==> src/core/mdw_pkg.sv <==
// Package for the motor driver warning monitor: codes, widths, offsets, reset values.
// Assumes a single core clock domain and a plain strobe register port.
package mdw_pkg;
    // ----------------------------------------------------------------
    // Widths and sizes
    // ----------------------------------------------------------------
    localparam int unsigned HIST_DEPTH = 10;
    localparam int unsigned CODE_W     = 8;
    localparam int unsigned MEAS_W     = 16;
    localparam int unsigned NUM_WARN   = 8;
    localparam int unsigned ADDR_W     = 8;
    localparam int unsigned DATA_W     = 32;

    // ----------------------------------------------------------------
    // Warning codes, one per warning source
    // ----------------------------------------------------------------
    localparam logic [CODE_W-1:0] CODE_DEV_ON   = 8'h10;
    localparam logic [CODE_W-1:0] CODE_DEV_OFF  = 8'h12;
    localparam logic [CODE_W-1:0] CODE_OVERHEAT = 8'h21;
    localparam logic [CODE_W-1:0] CODE_OVERVOLT = 8'h22;
    localparam logic [CODE_W-1:0] CODE_UNDERVLT = 8'h25;
    localparam logic [CODE_W-1:0] CODE_OVERLOAD = 8'h30;
    localparam logic [CODE_W-1:0] CODE_OVERSPD  = 8'h31;
    localparam logic [CODE_W-1:0] CODE_BATTERY  = 8'h48;

    // Warning source bit positions.
    localparam int unsigned W_DEV_ON   = 0;
    localparam int unsigned W_DEV_OFF  = 1;
    localparam int unsigned W_OVERHEAT = 2;
    localparam int unsigned W_OVERVOLT = 3;
    localparam int unsigned W_UNDERVLT = 4;
    localparam int unsigned W_OVERLOAD = 5;
    localparam int unsigned W_OVERSPD  = 6;
    localparam int unsigned W_BATTERY  = 7;

    // ----------------------------------------------------------------
    // Gear resolution limits in pulses per revolution
    // ----------------------------------------------------------------
    localparam logic [MEAS_W-1:0] GEAR_MIN = 16'h0064;
    localparam logic [MEAS_W-1:0] GEAR_MAX = 16'h2710;

    // ----------------------------------------------------------------
    // Register offsets
    // ----------------------------------------------------------------
    localparam logic [ADDR_W-1:0] OFS_STATUS    = 8'h00;
    localparam logic [ADDR_W-1:0] OFS_IRQ_STAT  = 8'h04;
    localparam logic [ADDR_W-1:0] OFS_IRQ_MASK  = 8'h08;
    localparam logic [ADDR_W-1:0] OFS_HIST_CNT  = 8'h0c;
    localparam logic [ADDR_W-1:0] OFS_HIST_CLR  = 8'h10;
    localparam logic [ADDR_W-1:0] OFS_TH_DEV_ON = 8'h14;
    localparam logic [ADDR_W-1:0] OFS_TH_DEV_OF = 8'h18;
    localparam logic [ADDR_W-1:0] OFS_TH_HEAT   = 8'h1c;
    localparam logic [ADDR_W-1:0] OFS_TH_OVOLT  = 8'h20;
    localparam logic [ADDR_W-1:0] OFS_TH_UVOLT  = 8'h24;
    localparam logic [ADDR_W-1:0] OFS_TH_LOAD_T = 8'h28;
    localparam logic [ADDR_W-1:0] OFS_TH_SPEED  = 8'h2c;
    localparam logic [ADDR_W-1:0] OFS_CONFIG    = 8'h30;
    localparam logic [ADDR_W-1:0] OFS_GEAR      = 8'h34;
    localparam logic [ADDR_W-1:0] OFS_HIST_BASE = 8'h40;

    // Config register fields.
    localparam int unsigned CFG_AUTO_RET = 0;
    localparam int unsigned CFG_ABS_BKUP = 1;

    // Status register fields.
    localparam int unsigned ST_WARN   = 0;
    localparam int unsigned ST_MOTOR  = 1;
    localparam int unsigned ST_ALARM  = 2;
    localparam int unsigned ST_GEAR   = 3;

    // Interrupt status fields.
    localparam int unsigned IRQ_WARN_NEW = 0;
    localparam int unsigned IRQ_GEAR_ALM = 1;
    localparam int unsigned IRQ_W        = 2;

    // ----------------------------------------------------------------
    // Reset values
    // ----------------------------------------------------------------
    localparam logic [MEAS_W-1:0] RST_THRESH_HI = 16'hffff;
    localparam logic [MEAS_W-1:0] RST_THRESH_LO = 16'h0000;
    localparam logic [MEAS_W-1:0] RST_GEAR      = 16'h03e8;
    localparam logic [1:0]        RST_CONFIG    = 2'h0;
    localparam logic [IRQ_W-1:0]  RST_IRQ_MASK  = 2'h0;
endpackage : mdw_pkg

==> src/core/mdw_monitor.sv <==
// Warning monitor of a motor driver: threshold compare, warning output, history, alarms.
// Assumes measurements and other pins arrive on the core clock; only the alarm clear pin is synchronised.
//
// Function
// - Warning output set when any warning active.
// - Warnings never cut motor current.
// - Warning output clears itself when causes vanish.
// - Ten-entry volatile history, newest first.
// - Master reads history via monitor access.
// - Maintenance clear empties the history.
// - Power-up reset leaves history empty.
// - Current on, deviation over limit: code 10h.
// - Current off, auto return, deviation: 12h.
// - Temperature over limit: code 21h.
// - Supply over limit: code 22h.
// - Supply under limit: code 25h.
// - Peak overload lasting configured time: 30h.
// - Speed over limit: code 31h.
// - No battery with backup enabled: 48h.
// - Alarm clears on alarm clear input falling edge.
// - Bad gear resolution: latched alarm, power cycle.
// - Excitation-off alarms cut current; others hold.
`timescale 1ns/1ps
`default_nettype none

module mdw_monitor (
    input  wire logic                        core_clk_i,
    input  wire logic                        rst_n_i,
    input  wire logic                        current_on_i,
    input  wire logic [mdw_pkg::MEAS_W-1:0]  pos_dev_i,
    input  wire logic [mdw_pkg::MEAS_W-1:0]  temp_i,
    input  wire logic [mdw_pkg::MEAS_W-1:0]  volt_i,
    input  wire logic [mdw_pkg::MEAS_W-1:0]  speed_i,
    input  wire logic                        peak_load_i,
    input  wire logic                        battery_ok_i,
    input  wire logic                        alarm_req_i,
    input  wire logic                        alarm_clear_input_i,
    input  wire logic [mdw_pkg::ADDR_W-1:0]  reg_addr_i,
    input  wire logic [mdw_pkg::DATA_W-1:0]  reg_wdata_i,
    input  wire logic                        reg_wr_i,
    input  wire logic                        reg_rd_i,
    output logic      [mdw_pkg::DATA_W-1:0]  reg_rdata_o,
    output logic                             warning_output_o,
    output logic                             motor_enable_o,
    output logic                             alarm_o,
    output logic                             irq_o
);

    // ----------------------------------------------------------------
    // State
    // ----------------------------------------------------------------
    typedef logic [mdw_pkg::CODE_W-1:0] mdw_code_t;
    typedef logic [mdw_pkg::MEAS_W-1:0] mdw_meas_t;

    typedef struct packed {
        logic [1:0]                        clr_sync;
        logic                              clr_prev;
        mdw_meas_t                         th_dev_on;
        mdw_meas_t                         th_dev_off;
        mdw_meas_t                         th_heat;
        mdw_meas_t                         th_ovolt;
        mdw_meas_t                         th_uvolt;
        mdw_meas_t                         th_load_t;
        mdw_meas_t                         th_speed;
        mdw_meas_t                         gear;
        logic [1:0]                        config_bits;
        mdw_meas_t                         load_cnt;
        logic [mdw_pkg::NUM_WARN-1:0]      warn_prev;
        mdw_code_t [mdw_pkg::HIST_DEPTH-1:0] hist;
        logic [3:0]                        hist_cnt;
        logic                              warn;
        logic                              alarm;
        logic                              gear_alarm;
        logic                              motor_en;
        logic [mdw_pkg::IRQ_W-1:0]         irq_stat;
        logic [mdw_pkg::IRQ_W-1:0]         irq_mask;
        logic                              irq;
        logic [mdw_pkg::DATA_W-1:0]        rdata;
    } mdw_state_s;

    mdw_state_s state_reg;
    mdw_state_s state_next;

    // Priority encoder turning the lowest new source into its code.
    function automatic mdw_code_t mdw_code_of(input logic [mdw_pkg::NUM_WARN-1:0] src);
        mdw_code_t c;
        c = '0;
        if (src[mdw_pkg::W_BATTERY])  c = mdw_pkg::CODE_BATTERY;
        if (src[mdw_pkg::W_OVERSPD])  c = mdw_pkg::CODE_OVERSPD;
        if (src[mdw_pkg::W_OVERLOAD]) c = mdw_pkg::CODE_OVERLOAD;
        if (src[mdw_pkg::W_UNDERVLT]) c = mdw_pkg::CODE_UNDERVLT;
        if (src[mdw_pkg::W_OVERVOLT]) c = mdw_pkg::CODE_OVERVOLT;
        if (src[mdw_pkg::W_OVERHEAT]) c = mdw_pkg::CODE_OVERHEAT;
        if (src[mdw_pkg::W_DEV_OFF])  c = mdw_pkg::CODE_DEV_OFF;
        if (src[mdw_pkg::W_DEV_ON])   c = mdw_pkg::CODE_DEV_ON;
        return c;
    endfunction : mdw_code_of

    function automatic logic [mdw_pkg::DATA_W-1:0] mdw_ext(input mdw_meas_t v);
        return {{(mdw_pkg::DATA_W-mdw_pkg::MEAS_W){1'b0}}, v};
    endfunction : mdw_ext

    // ----------------------------------------------------------------
    // Warning detection
    // ----------------------------------------------------------------
    logic [mdw_pkg::NUM_WARN-1:0] warn_src;
    logic [mdw_pkg::NUM_WARN-1:0] warn_rise;
    logic                         gear_bad;
    logic                         clr_fall;
    logic [mdw_pkg::HIST_DEPTH-1:0] hist_hit;

    always_comb begin
        warn_src = '0;
        warn_src[mdw_pkg::W_DEV_ON]   = current_on_i && (pos_dev_i > state_reg.th_dev_on);
        warn_src[mdw_pkg::W_DEV_OFF]  = !current_on_i
                                        && state_reg.config_bits[mdw_pkg::CFG_AUTO_RET]
                                        && (pos_dev_i > state_reg.th_dev_off);
        warn_src[mdw_pkg::W_OVERHEAT] = temp_i > state_reg.th_heat;
        warn_src[mdw_pkg::W_OVERVOLT] = volt_i > state_reg.th_ovolt;
        warn_src[mdw_pkg::W_UNDERVLT] = volt_i < state_reg.th_uvolt;
        warn_src[mdw_pkg::W_OVERLOAD] = peak_load_i
                                        && (state_reg.load_cnt >= state_reg.th_load_t);
        warn_src[mdw_pkg::W_OVERSPD]  = speed_i > state_reg.th_speed;
        warn_src[mdw_pkg::W_BATTERY]  = !battery_ok_i
                                        && state_reg.config_bits[mdw_pkg::CFG_ABS_BKUP];
        warn_rise = warn_src & ~state_reg.warn_prev;
        gear_bad  = (state_reg.gear < mdw_pkg::GEAR_MIN) || (state_reg.gear > mdw_pkg::GEAR_MAX);
        clr_fall  = state_reg.clr_prev && !state_reg.clr_sync[1];
    end

    // History slot decode for reads.
    genvar gi;
    generate
        for (gi = 0; gi < mdw_pkg::HIST_DEPTH; gi++) begin : g_hit
            assign hist_hit[gi] = reg_addr_i == 8'(mdw_pkg::OFS_HIST_BASE + 4 * gi);
        end
    endgenerate

    // ----------------------------------------------------------------
    // Next state
    // ----------------------------------------------------------------
    always_comb begin
        state_next = state_reg;
        state_next.clr_sync = {state_reg.clr_sync[0], alarm_clear_input_i};
        state_next.clr_prev = state_reg.clr_sync[1];
        state_next.warn_prev = warn_src;

        // Overload duration counter saturates so a long load never wraps back.
        if (!peak_load_i) begin
            state_next.load_cnt = '0;
        end else if (state_reg.load_cnt != '1) begin
            state_next.load_cnt = state_reg.load_cnt + 1'b1;
        end

        state_next.warn = |warn_src;

        // Several sources rising together log only the highest-priority one.
        if (|warn_rise) begin
            for (int i = mdw_pkg::HIST_DEPTH - 1; i > 0; i--) begin
                state_next.hist[i] = state_reg.hist[i-1];
            end
            state_next.hist[0] = mdw_code_of(warn_rise);
            if (state_reg.hist_cnt != 4'(mdw_pkg::HIST_DEPTH)) begin
                state_next.hist_cnt = state_reg.hist_cnt + 1'b1;
            end
        end

        // Latched until reset, so a corrected gear value still needs a power cycle.
        if (gear_bad) begin
            state_next.gear_alarm = 1'b1;
        end

        if (alarm_req_i) begin
            state_next.alarm = 1'b1;
        end else if (clr_fall) begin
            state_next.alarm = 1'b0;
        end

        // Only the gear alarm is classed excitation off here.
        state_next.motor_en = !state_reg.gear_alarm;

        state_next.rdata = '0;
        if (reg_wr_i) begin
            unique case (reg_addr_i)
                mdw_pkg::OFS_IRQ_STAT:  state_next.irq_stat = state_reg.irq_stat
                                            & ~reg_wdata_i[mdw_pkg::IRQ_W-1:0];
                mdw_pkg::OFS_IRQ_MASK:  state_next.irq_mask = reg_wdata_i[mdw_pkg::IRQ_W-1:0];
                mdw_pkg::OFS_HIST_CLR: begin
                    if (reg_wdata_i[0]) begin
                        state_next.hist_cnt = '0;
                        state_next.hist     = '0;
                    end
                end
                mdw_pkg::OFS_TH_DEV_ON: state_next.th_dev_on  = reg_wdata_i[mdw_pkg::MEAS_W-1:0];
                mdw_pkg::OFS_TH_DEV_OF: state_next.th_dev_off = reg_wdata_i[mdw_pkg::MEAS_W-1:0];
                mdw_pkg::OFS_TH_HEAT:   state_next.th_heat    = reg_wdata_i[mdw_pkg::MEAS_W-1:0];
                mdw_pkg::OFS_TH_OVOLT:  state_next.th_ovolt   = reg_wdata_i[mdw_pkg::MEAS_W-1:0];
                mdw_pkg::OFS_TH_UVOLT:  state_next.th_uvolt   = reg_wdata_i[mdw_pkg::MEAS_W-1:0];
                mdw_pkg::OFS_TH_LOAD_T: state_next.th_load_t  = reg_wdata_i[mdw_pkg::MEAS_W-1:0];
                mdw_pkg::OFS_TH_SPEED:  state_next.th_speed   = reg_wdata_i[mdw_pkg::MEAS_W-1:0];
                mdw_pkg::OFS_CONFIG:    state_next.config_bits = reg_wdata_i[1:0];
                mdw_pkg::OFS_GEAR:      state_next.gear       = reg_wdata_i[mdw_pkg::MEAS_W-1:0];
                default: ;
            endcase
        end

        if (reg_rd_i) begin
            unique case (reg_addr_i)
                mdw_pkg::OFS_STATUS: begin
                    state_next.rdata[mdw_pkg::ST_WARN]  = state_reg.warn;
                    state_next.rdata[mdw_pkg::ST_MOTOR] = state_reg.motor_en;
                    state_next.rdata[mdw_pkg::ST_ALARM] = state_reg.alarm;
                    state_next.rdata[mdw_pkg::ST_GEAR]  = state_reg.gear_alarm;
                end
                mdw_pkg::OFS_IRQ_STAT:  state_next.rdata[mdw_pkg::IRQ_W-1:0] = state_reg.irq_stat;
                mdw_pkg::OFS_IRQ_MASK:  state_next.rdata[mdw_pkg::IRQ_W-1:0] = state_reg.irq_mask;
                mdw_pkg::OFS_HIST_CNT:  state_next.rdata[3:0] = state_reg.hist_cnt;
                mdw_pkg::OFS_TH_DEV_ON: state_next.rdata = mdw_ext(state_reg.th_dev_on);
                mdw_pkg::OFS_TH_DEV_OF: state_next.rdata = mdw_ext(state_reg.th_dev_off);
                mdw_pkg::OFS_TH_HEAT:   state_next.rdata = mdw_ext(state_reg.th_heat);
                mdw_pkg::OFS_TH_OVOLT:  state_next.rdata = mdw_ext(state_reg.th_ovolt);
                mdw_pkg::OFS_TH_UVOLT:  state_next.rdata = mdw_ext(state_reg.th_uvolt);
                mdw_pkg::OFS_TH_LOAD_T: state_next.rdata = mdw_ext(state_reg.th_load_t);
                mdw_pkg::OFS_TH_SPEED:  state_next.rdata = mdw_ext(state_reg.th_speed);
                mdw_pkg::OFS_CONFIG:    state_next.rdata[1:0] = state_reg.config_bits;
                mdw_pkg::OFS_GEAR:      state_next.rdata = mdw_ext(state_reg.gear);
                default: begin
                    for (int i = 0; i < mdw_pkg::HIST_DEPTH; i++) begin
                        if (hist_hit[i]) begin
                            state_next.rdata[mdw_pkg::CODE_W-1:0] = state_reg.hist[i];
                        end
                    end
                end
            endcase
        end

        // Hardware set is applied after the software clear so a same-cycle event survives.
        if (|warn_rise) begin
            state_next.irq_stat[mdw_pkg::IRQ_WARN_NEW] = 1'b1;
        end
        if (gear_bad && !state_reg.gear_alarm) begin
            state_next.irq_stat[mdw_pkg::IRQ_GEAR_ALM] = 1'b1;
        end
        state_next.irq = |(state_next.irq_stat & state_next.irq_mask);
    end

    // ----------------------------------------------------------------
    // Registers
    // ----------------------------------------------------------------
    always_ff @(posedge core_clk_i or negedge rst_n_i) begin
        if (!rst_n_i) begin
            state_reg              <= '0;
            state_reg.th_dev_on    <= mdw_pkg::RST_THRESH_HI;
            state_reg.th_dev_off   <= mdw_pkg::RST_THRESH_HI;
            state_reg.th_heat      <= mdw_pkg::RST_THRESH_HI;
            state_reg.th_ovolt     <= mdw_pkg::RST_THRESH_HI;
            state_reg.th_uvolt     <= mdw_pkg::RST_THRESH_LO;
            state_reg.th_load_t    <= mdw_pkg::RST_THRESH_HI;
            state_reg.th_speed     <= mdw_pkg::RST_THRESH_HI;
            state_reg.gear         <= mdw_pkg::RST_GEAR;
            state_reg.config_bits  <= mdw_pkg::RST_CONFIG;
            state_reg.irq_mask     <= mdw_pkg::RST_IRQ_MASK;
        end else begin
            state_reg <= state_next;
        end
    end

    assign reg_rdata_o      = state_reg.rdata;
    assign warning_output_o = state_reg.warn;
    assign motor_enable_o   = state_reg.motor_en;
    assign alarm_o          = state_reg.alarm;
    assign irq_o            = state_reg.irq;

endmodule : mdw_monitor

`default_nettype wire

==> config.mk <==
export PLATFORM = sky130hd
export DESIGN_NAME = mdw_monitor
export DESIGN_NICKNAME = d
export VERILOG_FILES = /design/src/core/mdw_pkg.sv /design/src/core/mdw_monitor.sv
export SDC_FILE = /design/constraint.sdc
export NUM_CORES = 1
export LEC_CHECK = 0
export BUFFER_PORTS_ARGS = -buffer_cell sky130_fd_sc_hd__buf_2
export CAP_MARGIN = 20
export CORE_ASPECT_RATIO = 1.1
export CORE_MARGIN = 1.5
export CORE_UTILIZATION = 65
export CTS_CLUSTER_DIAMETER = 50
export DETAILED_ROUTE_END_ITERATION = 8
export PLACE_DENSITY = 0.87
export SLEW_MARGIN = 10
export SYNTH_ARGS = -nofsm -noshare
export SYNTH_HDL_FRONTEND = slang
export SYNTH_SLANG_ARGS = --single-unit
==> constraint.sdc <==
create_clock -name core_clk_i -period 8.19 [get_ports core_clk_i]
set_input_delay 0.4095 -clock core_clk_i [delete_from_list [all_inputs] [get_ports core_clk_i]]
set_output_delay 0.4095 -clock core_clk_i [all_outputs]
set_load 0.02 [all_outputs]
# [Word-level counts from Yosys, hierarchy flattened]
# Cells that the tools add are included.
[word_totals] ff_bits=282 output_inout_bits=36
[classes] add_sub_neg=2 order_cmp=9 n_eq_ne=26 n_mux=37 n_bitwise=5 n_reduce_logical=28
[op_table] operator="$mux 84" count=4
[op_table] operator="$mux 8" count=17
[op_table] operator="$eq 8x7->1 const B" count=10
[op_table] operator="$gt 16x16->1" count=5
[op_table] operator="$pmux 8 s8" count=1
[op_table] operator="$eq 8x6->1 const B" count=6
[op_table] operator="$mux 16" count=3
[op_table] operator="$pmux 4 s9" count=1
[op_table] operator="$eq 8x5->1 const B" count=4
[op_table] operator="$pmux 2 s13" count=1
[op_table] operator="$pmux 2 s11" count=1
[op_table] operator="$reduce_and 2->1" count=9
[op_table] operator="$add 16x1->16 const B" count=1
[op_table] operator="$eq 8x4->1 const B" count=2
[op_table] operator="$ge 16x16->1" count=1
[op_table] operator="$gt 16x14->1 const B" count=1
[op_table] operator="$lt 16x16->1" count=1
[op_table] operator="$lt 16x7->1 const B" count=1
[op_table] operator="$ne 16x16->1 const B" count=1
[op_table] operator="$reduce_or 8->1" count=2
[op_table] operator="$and 8x8->8" count=1
[op_table] operator="$eq 8x3->1 const B" count=1
[op_table] operator="$logic_not 8->1" count=1
[op_table] operator="$mux 4" count=2
[op_table] operator="other kinds (16)" count=30

# [Logic depth before layout (Yosys ltp)]
[depth] ltp_word=16 depth_mapped=12

# [Worst setup path before layout]
# Ideal clock, no wire load.
[synth_path] path_type="register to register" start="reg state_reg[170] (netlist name)" end="reg state_reg, in the netlist irq_o" setup_time_ns=0.121 arrival_ns=2.652 required_ns=8.069 setup_slack_ns=5.417 path_stages_with_launch=12 path_buffers=2 period_less_slack_ns=2.773 cell_sequence="dfstp_2 -> inv_1 -> ha_1 -> nand4_1 -> or4_1 -> o221ai_2 -> o2bb2ai_2 -> and4bb_1 -> buf_6 -> buf_8 -> nand2_2 -> a22o_1"
[synth_lines] item="start: declaration" line="mdw_monitor.sv:81" source="mdw_state_s state_reg;"
[synth_lines] item="start signal: assignment" line="mdw_monitor.sv:264" source="state_reg <= state_next;"

==> run_results.csv <==
group,metric,value,unit
synth,async_reset_ff_share,100.0,%
clock_tree,hold_buffers,2,
clock_tree,cts_max_level,1,
synth,synth_top_family_by_area,"multiplexers",
detailed_routing,vias,11674,
critical_path,critPathTopFamily,"simple AND/OR/NAND/NOR gates",
floorplanning,pin_count,149,
critical_path,cp_num_buf_inv,2,
detailed_routing,drt-pass1-iter-count,9,
finish,mostFrequentLayoutCells,"dfrtp_1 (164), nor2_1 (135), inv_1 (133), mux2_2 (133), buf_2 (115)",
place,gp_congestion,0.9643,
place,preCtsSetupSlack,3.844,ns
timing,finalHoldViolations,0,
detailed_routing,routedLengthMet1,14790,µm
place,place_area,0.01559,mm²
finish,insertedDiodeCount,0,
timing,drv_slew,0,
synth,muxShareOfSynthArea,15.86,%
finish,largest_reg_flops,244,
floorplanning,die_area,0.02392,mm²
detailed_routing,remaining_drc_errors,0,
global_route,antenna_found_initial,0,
synth,ys_warn_count,0,
power,powerDensity,206.8,mW/mm²
floorplanning,die_h,162.1,µm
global_route,grt_usage,33.19,%
clock_tree,clk_pin_slew_worst_paths,0.06,ns
finish,fin_area,0.01659,mm²
timing,period_share,53.34,%
place,dpl.cell_count,1748,
critical_path,critPathRequiredTime,8.62,ns
power,ir_worst_vdd,0.0001863,V
synth,yosys.area_share.simple,10.11,%
critical_path,r2r-end,"state_reg[78]$_DFF_PN0_",
timing,setup_violations,0,
critical_path,worstSetupPathType,"flop to flop",
global_route,grt_pass1_wl,61910,µm
critical_path,path_depth,10,
synth,synth-xor-area-share,0.5858,%
detailed_routing,highest_layer,"met4",
timing,slew_headroom,36.86,%
critical_path,startpoint_type,"flop",
timing,period_minus_slack,4.369,ns
synth,synth_edf_count,0,
synth,synthFlopType,"dfrtp_1",
synth,avgSynthCellArea,10.81,µm²
clock_tree,cts_num_sinks,266,
critical_path,crit_slowest_cell,"and4bb_4",
critical_path,r2r-start,"state_reg[170]$_DFFE_PN1P_",
clock_tree,cts_buffer_depth,3,
timing,worst_slack,3.821,ns
finish,layoutNonFillerInstCount,1806,
clock_tree,cts-buffers-inserted,30,
synth,syn_inst,1383,
synth,synthAdderAreaFrac,9.540,%
finish,nFillCells,1523,
floorplanning,start_util,65.83,%
timing,rsz0062_at_grt,"false",
synth,synthesis.area,0.01495,mm²
detailed_routing,dr_wl_met2,19430,µm
detailed_routing,wl,39570,µm
detailed_routing,ant_nets,0,
floorplanning,die_x,147.6,µm
critical_path,worstPathCellList,"inv_1 -> ha_1 -> nand4_1 -> or4_1 -> o221ai_2 -> o2bb2ai_2 -> and4bb_4 -> buf_4 -> mux2i_1 -> nor2_1",
synth,synth-seq-cells,266,
finish,syn_to_final_growth,10.95,%
detailed_routing,first_iter_violations,1037,
critical_path,critPathMaxFanout,48,
finish,final_util,73.04,%
critical_path,crit_path_end_kind,"flop",
synth,yosysSeqAreaShare,45.37,%
synth,synth_compound_area_share,11.92,%
power,p_leak,7.356,nW
critical_path,worstPathArrival,4.80,ns
timing,tightestPinTransition,0.9384,ns
flow_run,max-cap-violations,0,
finish,drive_gt1_share,28.35,%
floorplanning,rows,58,
finish,final_common_cell,"dfrtp_1",
clock_tree,root_buffer,"clkbuf_16",
clock_tree,post_cts_buffers,0,
global_route,grt_overflow_total,0,
place,place_hpwl,28500,µm
min_path,min_path_type,"primary input to flop",
finish,nets,1709,
clock_tree,cts_tree,"yes",
critical_path,critPathLaunch,"state_reg[170]$_DFFE_PN1P_",
clock_tree,cts_resized,0,
place,numPortBuffers,116,
global_route,grt_max_degree,128,
clock_tree,clock_latency,0.56,ns
critical_path,endpoint,"state_reg[78]$_DFF_PN0_",
status,status,"finished clean",
timing,max_freq,228.9,MHz
synth,ys_types,72,
floorplanning,coreArea,0.02271,mm²
critical_path,max_stage_delay,0.83,ns
global_route,grt_pass1_vias,11751,
critical_path,r2r_slack,3.82,ns
detailed_routing,viasPerCell,6.464,
critical_path,reg2regPathDepth,10,
detailed_routing,wl_per_cell,21.91,µm
timing,setup_tns,0,ns
timing,finalClockSkew,0.01998,ns
detailed_routing,wl_met3,2888,µm
==> logic make-up after synthesis <==
| kind of cell | count (synthesis) |
|---|---|
| and+or+nand+nor | 322 |
| DFF | 266 |
| AOI/OAI and AO/OA | 244 |
| muxes | 214 |
| buffers and inverters | 212 |
| adders and majority gates | 114 |
| xor gates and xnor gates | 10 |
| other | 1 |
==> how the worst min path moves through the flow <==
| stage | end | slack, ns | from | cells past startpoint |
|---|---|---|---|---|
| CTS | alarm_o$_DFFE_PN0P_ | 0.02 | alarm_req_i | 2 |
| global route | alarm_o$_DFFE_PN0P_ | 0.04 | alarm_req_i | 2 |
| floorplan | alarm_o$_DFFE_PN0P_ | 0.11 | rst_n_i | 0 |
| detailed placement | state_next[279]$_DFF_PN0_ | 0.34 | state_next[281]$_DFF_PN0_ | 0 |
| finish | alarm_o$_DFFE_PN0P_ | 0.03 | alarm_req_i | 2 |
| global placement | state_next[279]$_DFF_PN0_ | 0.33 | state_next[281]$_DFF_PN0_ | 0 |
==> area by class of cell <==
| class | count | area (µm²) | area share (%) |
|---|---|---|---|
| inverters | 133 | 499.2 | 3.009 |
| flip-flops and latches | 266 | 6784 | 40.89 |
| clock inverters | 11 | 76.32 | 0.4601 |
| repair buffers | 131 | 708.2 | 4.269 |
| clock buffers | 45 | 899.6 | 5.423 |
| well taps | 300 | 375.4 | 2.263 |
| multi-input cells | 920 | 7247 | 43.68 |
==> synthesized netlist by cell type (all sizes together), types with 10 or more instances <==
library cell,instances,share of area (%)
a211oi,10,0.50
a21oi,57,1.9
a222oi,32,2.1
a22oi,18,0.90
a31oi,23,0.96
buf,44,2.4
clkbuf,35,0.88
dfrtp,164,27
dfstp,102,18
ha,114,9.5
inv,133,3.3
mux2,133,10
mux2i,76,5.1
nand2,65,1.6
nand3,26,0.87
nand4,17,0.71
nor2,135,3.4
nor2b,17,0.71
nor3,14,0.50
o211ai,10,0.50
o21ai,21,0.70
==> routing by layer <==
metal	vias to the layer above	track usage [%]
li1	5194	-
met1	5741	40.44
met2	593	55.86
met3	146	5.112
met4	0	19.86
met5	-	0
==> metrics by stage <==
stage | total power, mW | hold slack, ns
after global routing | 3.566 | 0.03917
after global placement | 2.087 | 0.3315
final | 3.430 | 0.03124
after detailed placement | 2.123 | 0.3401
after floorplan | 1.948 | 0.1139
after CTS | 3.435 | 0.02193
==> where the power goes <==
part / switching, mW / leakage [nW] / internal, mW
Sequential: 0.139 / 3.20 / 1.48
Combinational: 0.284 / 3.68 / 0.221
Clock: 0.544 / 0.474 / 0.761
Total: 0.966 / 7.36 / 2.46
Power figures use the tool's default switching activity.
